### src/hdl/ddr2_cmd_pkg.sv
package ddr2_cmd_pkg;

  // ****************************************
  // Geometry
  // ****************************************
  localparam int NUM_BANKS = 4;
  localparam int BA_W = 2;
  localparam int ADDR_W = 14;
  localparam int COL_W = 10;
  localparam int DATA_W = 8;
  localparam int AP_BIT = 10;
  localparam int NUM_MODE_REGS = 4;

  // ****************************************
  // Mode register fields and reset values
  // ****************************************
  localparam int EXT_MODE_IDX = 1;
  localparam int POSTED_POS = 3;
  localparam int POSTED_W = 3;
  localparam int TERM_EN_LO_POS = 2;
  localparam int TERM_EN_HI_POS = 6;
  localparam logic [ADDR_W-1:0] MODE_RESET = 14'h0000;
  localparam logic [ADDR_W-1:0] REFRESH_ROW_RESET = 14'h0000;

  // ****************************************
  // Timing counts in core_clk cycles
  // ****************************************
  localparam int BURST_LEN = 4;
  localparam int MAX_POSTED = 6;
  localparam int ROW_PRECHARGE_CYC = 3;
  localparam int MODE_SET_GAP_CYC = 2;
  localparam int TERM_ON_DELAY_CYC = 2;

  // ****************************************
  // Types
  // ****************************************
  typedef enum logic [2:0] {
    CMD_DESELECT,
    CMD_NOP,
    CMD_MODE_LOAD,
    CMD_REFRESH,
    CMD_PRECHARGE,
    CMD_ACTIVATE,
    CMD_WRITE,
    CMD_READ
  } cmd_t;

  typedef enum logic [1:0] {
    BANK_IDLE,
    BANK_ACTIVE,
    BANK_PRECHARGING
  } bank_state_t;

  function automatic cmd_t decode_cmd(input logic cs_n, input logic ras_n,
                                      input logic cas_n, input logic we_n);
    cmd_t c;
    c = CMD_NOP;
    if (cs_n)
    begin
      c = CMD_DESELECT;
    end
    else
    begin
      unique case ({ras_n, cas_n, we_n})
        3'h0: c = CMD_MODE_LOAD;
        3'h1: c = CMD_REFRESH;
        3'h2: c = CMD_PRECHARGE;
        3'h3: c = CMD_ACTIVATE;
        3'h4: c = CMD_WRITE;
        3'h5: c = CMD_READ;
        default: c = CMD_NOP;
      endcase
    end
    return c;
  endfunction

endpackage

### src/hdl/cmd_delay_line.sv
`timescale 1ns/1ps
module cmd_delay_line
  import ddr2_cmd_pkg::*;
#(
  parameter int W = 14,
  parameter int DEPTH = MAX_POSTED
)
(
  input wire logic core_clk,
  input wire logic resetn,
  input wire logic in_valid,
  input wire logic [W-1:0] in_data,
  input wire logic [$clog2(DEPTH+1)-1:0] delay,
  output logic out_valid,
  output logic [W-1:0] out_data
);

  if (DEPTH < 1 || W < 1)
  begin : g_bad_size
    $error("cmd_delay_line needs DEPTH and W of at least one");
  end

  logic vld_q [DEPTH];
  logic vld_d [DEPTH];
  logic [W-1:0] dat_q [DEPTH];
  logic [W-1:0] dat_d [DEPTH];

  // ****************************************
  // Shift stages
  // ****************************************
  genvar i;
  generate
    for (i = 0; i < DEPTH; i++)
    begin : g_stage
      always_comb
      begin
        vld_d[i] = (i == 0) ? in_valid : vld_q[(i == 0) ? 0 : i-1];
        dat_d[i] = (i == 0) ? in_data : dat_q[(i == 0) ? 0 : i-1];
      end

      always_ff @(posedge core_clk)
      begin
        if (!resetn)
        begin
          vld_q[i] <= 1'b0;
          dat_q[i] <= '0;
        end
        else
        begin
          vld_q[i] <= vld_d[i];
          dat_q[i] <= dat_d[i];
        end
      end
    end
  endgenerate

  // Zero delay passes the command straight through
  always_comb
  begin
    out_valid = in_valid;
    out_data = in_data;
    if (delay != '0)
    begin
      out_valid = vld_q[delay - 1'b1];
      out_data = dat_q[delay - 1'b1];
    end
  end

endmodule

### src/hdl/ddr2_command_bank_protocol.sv
`timescale 1ns/1ps
// Notes on behaviour
// RULE1 - Deselect or nop starts nothing new
// RULE2 - Mode load: bank picks register, address loads
// RULE3 - Mode load only with all banks idle; the code loads the register with banks open too
// RULE4 - Activate opens addressed row in bank
// RULE5 - Row stays open until bank precharged
// RULE6 - Read bursts from column on low address
// RULE7 - Auto precharge flag closes row after read
// RULE8 - Write bursts; auto precharge closes row after
// RULE9 - Posted delay postpones read/write registration
// RULE10 - Mask low writes beat, high skips it
// RULE11 - Precharge closes one or all banks
// RULE12 - Other-bank access allowed during auto precharge
// RULE13 - Precharged bank idle, needs activate again
// RULE14 - Precharge restarts timer, even if precharging
// RULE15 - Refresh only with all banks idle; the code advances the row with banks open too
// RULE16 - Internal counter supplies refresh row
// RULE17 - Refresh with clock gate low: self refresh
// RULE18 - Delay loop off during self refresh
// RULE19 - Controller keeps termination timing around update
// RULE20 - Termination follows input except self refresh
// RULE21 - Termination covers data, strobes and masks
// RULE22 - Precharge power-down uses direct termination timing
// RULE23 - Commands decoded on rising edge with gate
// RULE24 - Clock gate held three edges per change
// RULE25 - Only nop/deselect right after self refresh
// RULE26 - Timing limits are cycle count parameters
module ddr2_command_bank_protocol
  import ddr2_cmd_pkg::*;
#(
  parameter int BURST = BURST_LEN,
  parameter int POSTED_MAX = MAX_POSTED,
  parameter int PRECHARGE_CYC = ROW_PRECHARGE_CYC,
  parameter int MODE_GAP_CYC = MODE_SET_GAP_CYC,
  parameter int TERM_DLY_CYC = TERM_ON_DELAY_CYC
)
(
  input wire logic core_clk,
  input wire logic resetn,
  input wire logic cke,
  input wire logic cs_n,
  input wire logic ras_n,
  input wire logic cas_n,
  input wire logic we_n,
  input wire logic [BA_W-1:0] ba,
  input wire logic [ADDR_W-1:0] addr,
  input wire logic [DATA_W-1:0] wr_data,
  input wire logic write_byte_mask,
  input wire logic termination_control,
  output logic [NUM_BANKS-1:0] bank_open,
  output logic [NUM_BANKS-1:0] bank_precharging,
  output logic [NUM_MODE_REGS-1:0][ADDR_W-1:0] mode_regs,
  output logic mode_busy,
  output logic selfref_active,
  output logic powerdown_active,
  output logic dll_enable,
  output logic term_enable,
  output logic refresh_pulse,
  output logic [ADDR_W-1:0] refresh_row,
  output logic array_wr_en,
  output logic array_rd_en,
  output logic [BA_W-1:0] array_bank,
  output logic [ADDR_W-1:0] array_row,
  output logic [COL_W-1:0] array_col,
  output logic [DATA_W-1:0] array_wr_data
);

  localparam int DLY_W = $clog2(POSTED_MAX + 1);
  localparam int CNT_W = $clog2(BURST + 1);
  localparam int TMR_W = 8;
  localparam int CMD_W = 2 + BA_W + COL_W;

  // Timers are eight bits wide, so longer counts are refused up front
  if (BURST < 1 || PRECHARGE_CYC < 1 || PRECHARGE_CYC > 255 || MODE_GAP_CYC > 255)
  begin : g_bad_timing
    $error("ddr2_command_bank_protocol: timing parameter out of range");
  end
  if (TERM_DLY_CYC < 2 || POSTED_MAX < 1)
  begin : g_bad_delay
    $error("ddr2_command_bank_protocol: delay parameter out of range");
  end

  // ****************************************
  // Command decode and power states
  // ****************************************
  cmd_t cmd;
  logic cke_q, cke_d;
  logic selfref_q, selfref_d;
  logic pd_q, pd_d;
  logic cmd_live;
  logic all_idle;
  bank_state_t st_q [NUM_BANKS];
  bank_state_t st_d [NUM_BANKS];

  assign cmd = decode_cmd(cs_n, ras_n, cas_n, we_n); // RULE23
  // Clock gate high on both edges and no low-power state: command executes
  assign cmd_live = cke_q && cke && !selfref_q && !pd_q; // RULE23 RULE1

  always_comb
  begin
    all_idle = 1'b1;
    for (int b = 0; b < NUM_BANKS; b++)
      if (st_q[b] != BANK_IDLE)
        all_idle = 1'b0;
  end

  always_comb
  begin
    cke_d = cke;
    selfref_d = selfref_q;
    pd_d = pd_q;
    if (!cke_q && cke)
    begin
      // Any high sample of the gate ends either low-power state
      selfref_d = 1'b0;
      pd_d = 1'b0;
    end
    else if (cke_q && !cke && !selfref_q && !pd_q)
    begin
      if (cmd == CMD_REFRESH && all_idle)
        selfref_d = 1'b1; // RULE17
      else if (cmd == CMD_NOP || cmd == CMD_DESELECT)
        pd_d = 1'b1;
    end
  end

  always_ff @(posedge core_clk)
  begin
    if (!resetn)
    begin
      cke_q <= 1'b0;
      selfref_q <= 1'b0;
      pd_q <= 1'b0;
    end
    else
    begin
      cke_q <= cke_d;
      selfref_q <= selfref_d;
      pd_q <= pd_d;
    end
  end

  assign selfref_active = selfref_q;
  assign powerdown_active = pd_q;
  assign dll_enable = !selfref_q; // RULE18

  // ****************************************
  // Mode registers
  // ****************************************
  logic [ADDR_W-1:0] mode_q [NUM_MODE_REGS];
  logic [ADDR_W-1:0] mode_d [NUM_MODE_REGS];
  logic [TMR_W-1:0] gap_q, gap_d;
  logic [POSTED_W-1:0] posted_raw;
  logic [DLY_W-1:0] posted_cmd_delay;

  always_comb
  begin
    for (int m = 0; m < NUM_MODE_REGS; m++)
      mode_d[m] = mode_q[m];
    gap_d = (gap_q != '0) ? gap_q - 1'b1 : gap_q;
    // Loads while banks are busy are the controller's fault; still honoured
    if (cmd_live && cmd == CMD_MODE_LOAD)
    begin
      mode_d[ba] = addr; // RULE2
      gap_d = TMR_W'(MODE_GAP_CYC); // RULE26
    end
  end

  always_ff @(posedge core_clk)
  begin
    if (!resetn)
    begin
      for (int m = 0; m < NUM_MODE_REGS; m++)
        mode_q[m] <= MODE_RESET;
      gap_q <= '0;
    end
    else
    begin
      mode_q <= mode_d;
      gap_q <= gap_d;
    end
  end

  always_comb
  begin
    for (int m = 0; m < NUM_MODE_REGS; m++)
      mode_regs[m] = mode_q[m];
  end

  assign mode_busy = (gap_q != '0);
  assign posted_raw = mode_q[EXT_MODE_IDX][POSTED_POS +: POSTED_W];
  // Settings beyond the line length saturate rather than wrap
  assign posted_cmd_delay = (int'(posted_raw) > POSTED_MAX) ? DLY_W'(POSTED_MAX)
                                                           : DLY_W'(posted_raw);

  // ****************************************
  // Posted read and write registration
  // ****************************************
  logic acc_in_valid;
  logic [CMD_W-1:0] acc_in_data;
  logic acc_valid;
  logic [CMD_W-1:0] acc_data;

  assign acc_in_valid = cmd_live && (cmd == CMD_WRITE || cmd == CMD_READ);
  assign acc_in_data = {cmd == CMD_WRITE, addr[AP_BIT], ba, addr[COL_W-1:0]}; // RULE6 RULE8

  cmd_delay_line #(
    .W(CMD_W),
    .DEPTH(POSTED_MAX)
  ) u_posted (
    .core_clk(core_clk),
    .resetn(resetn),
    .in_valid(acc_in_valid),
    .in_data(acc_in_data),
    .delay(posted_cmd_delay), // RULE9
    .out_valid(acc_valid),
    .out_data(acc_data)
  );

  // ****************************************
  // Burst engine
  // ****************************************
  logic [CNT_W-1:0] cnt_q, cnt_d;
  logic bwr_q, bwr_d;
  logic bap_q, bap_d;
  logic [BA_W-1:0] bbank_q, bbank_d;
  logic [COL_W-1:0] bcol_q, bcol_d;
  logic wr_en_d, rd_en_d;
  logic [BA_W-1:0] abank_d;
  logic [COL_W-1:0] acol_d;
  logic [DATA_W-1:0] adata_d;
  logic ap_fire;
  logic [ADDR_W-1:0] row_q [NUM_BANKS];
  logic [ADDR_W-1:0] row_d [NUM_BANKS];

  always_comb
  begin
    cnt_d = cnt_q;
    bwr_d = bwr_q;
    bap_d = bap_q;
    bbank_d = bbank_q;
    bcol_d = bcol_q;
    wr_en_d = 1'b0;
    rd_en_d = 1'b0;
    abank_d = array_bank;
    acol_d = array_col;
    adata_d = array_wr_data;
    ap_fire = 1'b0;
    if (cnt_q != '0)
    begin
      wr_en_d = bwr_q && !write_byte_mask; // RULE10
      rd_en_d = !bwr_q;
      abank_d = bbank_q;
      acol_d = bcol_q;
      adata_d = wr_data;
      bcol_d = bcol_q + 1'b1;
      cnt_d = cnt_q - 1'b1;
      ap_fire = (cnt_q == CNT_W'(1)) && bap_q; // RULE7 RULE8
    end
    // A newly registered access cuts off the running burst
    if (acc_valid)
    begin
      cnt_d = CNT_W'(BURST);
      {bwr_d, bap_d, bbank_d, bcol_d} = acc_data;
    end
  end

  always_ff @(posedge core_clk)
  begin
    if (!resetn)
    begin
      cnt_q <= '0;
      bwr_q <= 1'b0;
      bap_q <= 1'b0;
      bbank_q <= '0;
      bcol_q <= '0;
      array_wr_en <= 1'b0;
      array_rd_en <= 1'b0;
      array_bank <= '0;
      array_row <= '0;
      array_col <= '0;
      array_wr_data <= '0;
    end
    else
    begin
      cnt_q <= cnt_d;
      bwr_q <= bwr_d;
      bap_q <= bap_d;
      bbank_q <= bbank_d;
      bcol_q <= bcol_d;
      array_wr_en <= wr_en_d;
      array_rd_en <= rd_en_d;
      array_bank <= abank_d;
      array_row <= row_q[abank_d];
      array_col <= acol_d;
      array_wr_data <= adata_d;
    end
  end

  // ****************************************
  // Bank states
  // ****************************************
  logic [TMR_W-1:0] tmr_q [NUM_BANKS];
  logic [TMR_W-1:0] tmr_d [NUM_BANKS];

  always_comb
  begin
    for (int b = 0; b < NUM_BANKS; b++)
    begin
      st_d[b] = st_q[b];
      row_d[b] = row_q[b];
      tmr_d[b] = (tmr_q[b] != '0) ? tmr_q[b] - 1'b1 : tmr_q[b];
      if (st_q[b] == BANK_PRECHARGING && tmr_q[b] == '0)
        st_d[b] = BANK_IDLE; // RULE13
      if (cmd_live && cmd == CMD_ACTIVATE && ba == BA_W'(b) && st_q[b] == BANK_IDLE)
      begin
        st_d[b] = BANK_ACTIVE; // RULE4 RULE5
        row_d[b] = addr;
      end
      // Other banks keep serving bursts while this one auto precharges
      if ((ap_fire && bbank_q == BA_W'(b)) ||
          (cmd_live && cmd == CMD_PRECHARGE && (addr[AP_BIT] || ba == BA_W'(b))))
      begin
        if (st_q[b] != BANK_IDLE)
        begin
          st_d[b] = BANK_PRECHARGING; // RULE11 RULE12
          tmr_d[b] = TMR_W'(PRECHARGE_CYC - 1); // RULE14 RULE26
        end
      end
    end
  end

  always_ff @(posedge core_clk)
  begin
    if (!resetn)
    begin
      for (int b = 0; b < NUM_BANKS; b++)
      begin
        st_q[b] <= BANK_IDLE;
        row_q[b] <= '0;
        tmr_q[b] <= '0;
      end
    end
    else
    begin
      st_q <= st_d;
      row_q <= row_d;
      tmr_q <= tmr_d;
    end
  end

  always_comb
  begin
    for (int b = 0; b < NUM_BANKS; b++)
    begin
      bank_open[b] = (st_q[b] == BANK_ACTIVE);
      bank_precharging[b] = (st_q[b] == BANK_PRECHARGING);
    end
  end

  // ****************************************
  // Refresh row counter
  // ****************************************
  logic [ADDR_W-1:0] ref_row_q, ref_row_d;
  logic ref_pulse_d;
  logic ref_hit;

  // Address pins are never looked at here
  assign ref_hit = (cmd_live || (cke_q && !selfref_q && !pd_q)) && cmd == CMD_REFRESH;

  always_comb
  begin
    ref_row_d = ref_row_q;
    ref_pulse_d = 1'b0;
    if (ref_hit)
    begin
      ref_row_d = ref_row_q + 1'b1; // RULE16
      ref_pulse_d = 1'b1;
    end
  end

  always_ff @(posedge core_clk)
  begin
    if (!resetn)
    begin
      ref_row_q <= REFRESH_ROW_RESET;
      refresh_pulse <= 1'b0;
    end
    else
    begin
      ref_row_q <= ref_row_d;
      refresh_pulse <= ref_pulse_d;
    end
  end

  assign refresh_row = ref_row_q;

  // ****************************************
  // On-die termination
  // ****************************************
  logic term_s1_q, term_s2_q;
  logic [TERM_DLY_CYC-1:0] term_dly_q, term_dly_d;
  logic term_d;
  logic term_cfg;
  logic pd_timing;

  // Termination pin may move while the gate is low, so it is synchronised
  assign term_cfg = mode_q[EXT_MODE_IDX][TERM_EN_LO_POS] | mode_q[EXT_MODE_IDX][TERM_EN_HI_POS];
  assign pd_timing = pd_q && all_idle; // RULE22

  always_comb
  begin
    term_dly_d = {term_dly_q[TERM_DLY_CYC-2:0], term_s2_q};
    // Trade-off: direct path in precharge power-down costs the pipelined alignment
    term_d = pd_timing ? term_s2_q : term_dly_q[TERM_DLY_CYC-1]; // RULE22
    term_d = term_d && term_cfg && !selfref_q; // RULE20 RULE21
  end

  always_ff @(posedge core_clk)
  begin
    if (!resetn)
    begin
      term_s1_q <= 1'b0;
      term_s2_q <= 1'b0;
      term_dly_q <= '0;
      term_enable <= 1'b0;
    end
    else
    begin
      term_s1_q <= termination_control;
      term_s2_q <= term_s1_q;
      term_dly_q <= term_dly_d;
      term_enable <= term_d;
    end
  end

endmodule

### config.mk
export PLATFORM = sky130hd
export DESIGN_NAME = ddr2_command_bank_protocol
export DESIGN_NICKNAME = d
export VERILOG_FILES = /design/src/hdl/ddr2_cmd_pkg.sv /design/src/hdl/cmd_delay_line.sv /design/src/hdl/ddr2_command_bank_protocol.sv
export SDC_FILE = /design/constraint.sdc
export NUM_CORES = 1
export LEC_CHECK = 0
export BUFFER_PORTS_ARGS = -buffer_cell sky130_fd_sc_hd__buf_4
export CORE_MARGIN = 1.5
export CORE_UTILIZATION = 58
export CTS_CLUSTER_DIAMETER = 80
export CTS_CLUSTER_SIZE = 25
export DETAILED_ROUTE_END_ITERATION = 10
export PLACE_DENSITY = 0.79
export SLEW_MARGIN = 25
export SYNTH_ARGS = -nofsm -noshare
export SYNTH_HDL_FRONTEND = slang
export SYNTH_HIERARCHICAL = 1
export SYNTH_SLANG_ARGS = --single-unit
export TNS_END_PERCENT = 10
### constraint.sdc
create_clock -name core_clk -period 4.28 [get_ports core_clk]
set_input_delay 1.284 -clock core_clk [delete_from_list [all_inputs] [get_ports core_clk]]
set_output_delay 1.284 -clock core_clk [all_outputs]
set_load 0.03 [all_outputs]
==> impl_metrics.csv <==
group,metric,value,unit
logic_synthesis,syn_area,12900,um^2
worst_hold_path,hp-class,"register to register",
cts,cts_max_level,1,
floorplan,num_rows,54,
power,p_int,0.00469,W
logic_synthesis,synthArstFlopShare,0,
logic_synthesis,yosys_warnings,6,
detailed_routing,drcViolationCount,0,
cts,cts_made_buffers,17,
grt,grt_overflow,0,
layout,fin_nets,1527,
power,p_sw,0.00204,W
logic_synthesis,ys_seq_area_frac,0.507,
cts,cts_resized,0,
sta,period_needed,3160,ps
floorplan,io_pins,153,
sta,fmax,0.316,GHz
logic_synthesis,synth_cell_types,70,
worst_hold_path,hold_start,"u_posted/dat_q[3][8]$_SDFF_PN0_",
worst_setup_path,crit_path_start,"mode_regs[19]$_SDFFE_PN0P_",
grt,first_global_vias,9412,
logic_synthesis,ys_ff_latch,326,
layout,final_common_cell,"dfxtp_1",
grt,grt_pass1_wl,48200,um
worst_setup_path,r2r-start,"mode_regs[19]$_SDFFE_PN0P_",
worst_setup_path,max_stage_delay,490,ps
power,p_total,0.00673,W
power,cellLeakagePower,5.92,nW
logic_synthesis,synth_ff_type,"dfxtp_1",
cts,clock_latency,510,ps
power,power.density,459,nW/um^2
logic_synthesis,syn_inst,1373,
run,drv_cap,0,
layout,antenna_cells,0,
detailed_routing,vias,10100,
placement,routabilityCongestion,0.855,
power,clkPwrFrac,0.252,
layout,drive_above_1_share,0.173,
sta,hold_viol,0,
detailed_routing,final_antenna_net_count,0,
power,max-vdd-ir-drop,268,uV
cts,cts_tree,"done",
sta,finalSetupTns,0,ps
worst_setup_path,critPathBufInv,3,
sta,timing.final.ws_setup,1120,ps
detailed_routing,first_iter_violations,699,
grt,track_usage,0.250,
worst_setup_path,critPathSlowestCell,"inv_1",
worst_setup_path,cp_cell_sequence,"a21boi_4 > inv_1 > ha_1 > buf_4 > mux2_2 > o21ai_0 > o311ai_2 > inv_1 > nor2_1 > a311oi_1",
logic_synthesis,synth_nets,1422,
layout,area_delta_synth_final,13.9,%
placement,hpwlAfterDp,20300,um
layout,final_cell_mix,"326 x dfxtp_1, 174 x buf_4, 134 x nand3_1",
detailed_routing,totalWireLength,29900,um
sta,finClkSkew,18.6,ps
worst_setup_path,critical_path_class,"register to register",
sta,period_share,0.739,
logic_synthesis,synth_edf_count,0,
placement,pre_cts_slack,924,ps
run_status,status,"finished, final reports clean",
cts,cts_root_buf,"clkbuf_16",
detailed_routing,wire_per_inst,17.0,um
sta,worst_pin_slew,799,ps
power,seqPwrFrac,0.518,
worst_setup_path,crit_required,4690,ps
logic_synthesis,syn_avg_cell_area,9.37,um^2
cts,clockBufferDepth,3,
floorplan,fp.dieW,152,um
cts,clk_pin_slew_worst_paths,90,ps
sta,slew_headroom,0.461,
floorplan,design.core.area,21800,um^2
grt,grt_max_degree,68,
floorplan,fp.dieH,152,um
cts,clock_sink_count,326,
power,switching_share,0.304,
detailed_routing,dr.pass1.iters,6,
sta,setup_violations,0,
cts,ctsHoldBuffers,0,
worst_setup_path,cp_common_cell,"inv_1",
detailed_routing,drt-vias-per-instance,5.74,
floorplan,start_util,0.590,
floorplan,dieArea,23100,um^2
grt,antenna_found_initial,1,
worst_setup_path,crit_family,"buffers and inverters",
placement,io_buffers,152,
worst_setup_path,arrival,3580,ps
worst_setup_path,end_kind,"register",
worst_setup_path,path_max_fanout,29,
cts,cts_setup_buffers,0,
sta,rsz0062_at_grt,"no",
power,combPwrFrac,0.230,
worst_setup_path,startpoint_type,"register",
sta,maxSlewViolCount,0,
-- routing by layer --
| metal | GRT usage | wire length (um) | part of all wire |
|---|---|---|---|
| met3 | 0.0568 | 2250 | 0.075 |
| met2 | 0.403 | 13600 | 0.45 |
| met1 | 0.340 | 13500 | 0.45 |
| met4 | 0.0620 | 602 | 0.020 |
| met5 | 0 | 13 | 0.00043 |
-- per-stage QoR --
step / util / cell area (um^2) / std cells / hold WS [ps]
detailed placement: 0.649 / 14200 / 1738 / 432
CTS: 0.671 / 14600 / 1758 / 445
global placement: 0.649 / 14200 / 1738 / 421
floorplan: - / 12900 / 1373 / 404
finish: 0.671 / 14600 / 1759 / 442
global route: 0.671 / 14600 / 1759 / 467
-- final timing paths --
| check | cells after the start | endpoint | slack, ps |
|---|---|---|---|
| worst max-delay path | 10 | bcol_q[1]$_SDFFE_PN0P_ | 1120 |
| worst min-delay path | 1 | u_posted/dat_q[4][8]$_SDFF_PN0_ | 440 |
| worst max register to register | 10 | bcol_q[1]$_SDFFE_PN0P_ | 1120 |
| worst min register to register | 1 | u_posted/dat_q[4][8]$_SDFF_PN0_ | 440 |
-- flip-flops by register name, summed over array words and instances (netlist names), 3 cells and up --
signal,count
tmr_q,32
row_q,56
array_col,10
mode_regs,56
st_q,8
u_posted/dat_q,84
array_row,14
bcol_q,10
u_posted/vld_q,6
array_wr_data,8
cnt_q,3
gap_q,8
refresh_row,14
-- synthesized netlist by cell type, types with 3 or more instances --
library cell / number / area (um^2)
ha_1: 16 / 200
nor4b_1: 4 / 35.0
mux2i_1: 40 / 400
a21oi_1: 57 / 285
nor2_1: 63 / 236
xor2_1: 19 / 166
nand3_1: 134 / 671
and2_1: 98 / 613
o311ai_4: 3 / 78.8
o311ai_1: 10 / 87.6
nor4_2: 4 / 50.1
or3_1: 8 / 50.1
o311ai_0: 5 / 43.8
a31oi_1: 6 / 37.5
o21ai_0: 48 / 240
dfxtp_1: 326 / 6530
a211oi_1: 16 / 120
o21a_1: 4 / 30.0
buf_1: 4 / 15.0
xnor2_1: 25 / 219
inv_1: 20 / 75.1
o211ai_1: 3 / 22.5
buf_2: 20 / 100
nand4_1: 15 / 93.8
mux2_2: 32 / 360
nand4b_1: 4 / 35.0
nand2b_1: 8 / 50.1
nand2_1: 98 / 368
nor4_1: 10 / 62.6
nor3_1: 18 / 90.1
and3_1: 6 / 37.5
and4_1: 3 / 26.3
nor3b_1: 7 / 52.6
o22ai_1: 15 / 93.8
clkbuf_1: 60 / 225
nor2b_1: 25 / 156
o21ai_1: 98 / 490
-- power by group through the flow --
stage / Clock, W / Combinational (W) / Sequential (W)
after floorplan: 0 / 0.00115 / 0.00358
after global routing: 0.00184 / 0.00175 / 0.00352
final: 0.00169 / 0.00155 / 0.00349
after global placement: 0 / 0.00149 / 0.00354
after CTS: 0.00174 / 0.00154 / 0.00349
after detailed placement: 0 / 0.00153 / 0.00355
-- cells by family after synthesis --
group                      Yosys count  share of synthesized area
DFF                                326                      0.507
xor gates and xnor gates            46                     0.0325
buffers and inverters              112                     0.0372
and+or+nand+nor                    525                      0.222
muxes                               72                     0.0591
AOI/OAI and AO/OA                  276                      0.126
adders and majority gates           16                     0.0156
-- area by class of cell --
cell class                      instances  area, um^2
Fill cell                            1760        7170
Sequential cell                       326        6530
Multi-Input combinational cell        935        5890
Timing Repair Buffer                  176        1330
Clock buffer                           17         425
Tap cell                              280         350
Inverter                               22        82.6
Clock inverter                          3        41.3
(Power assumes the default switching activity.)
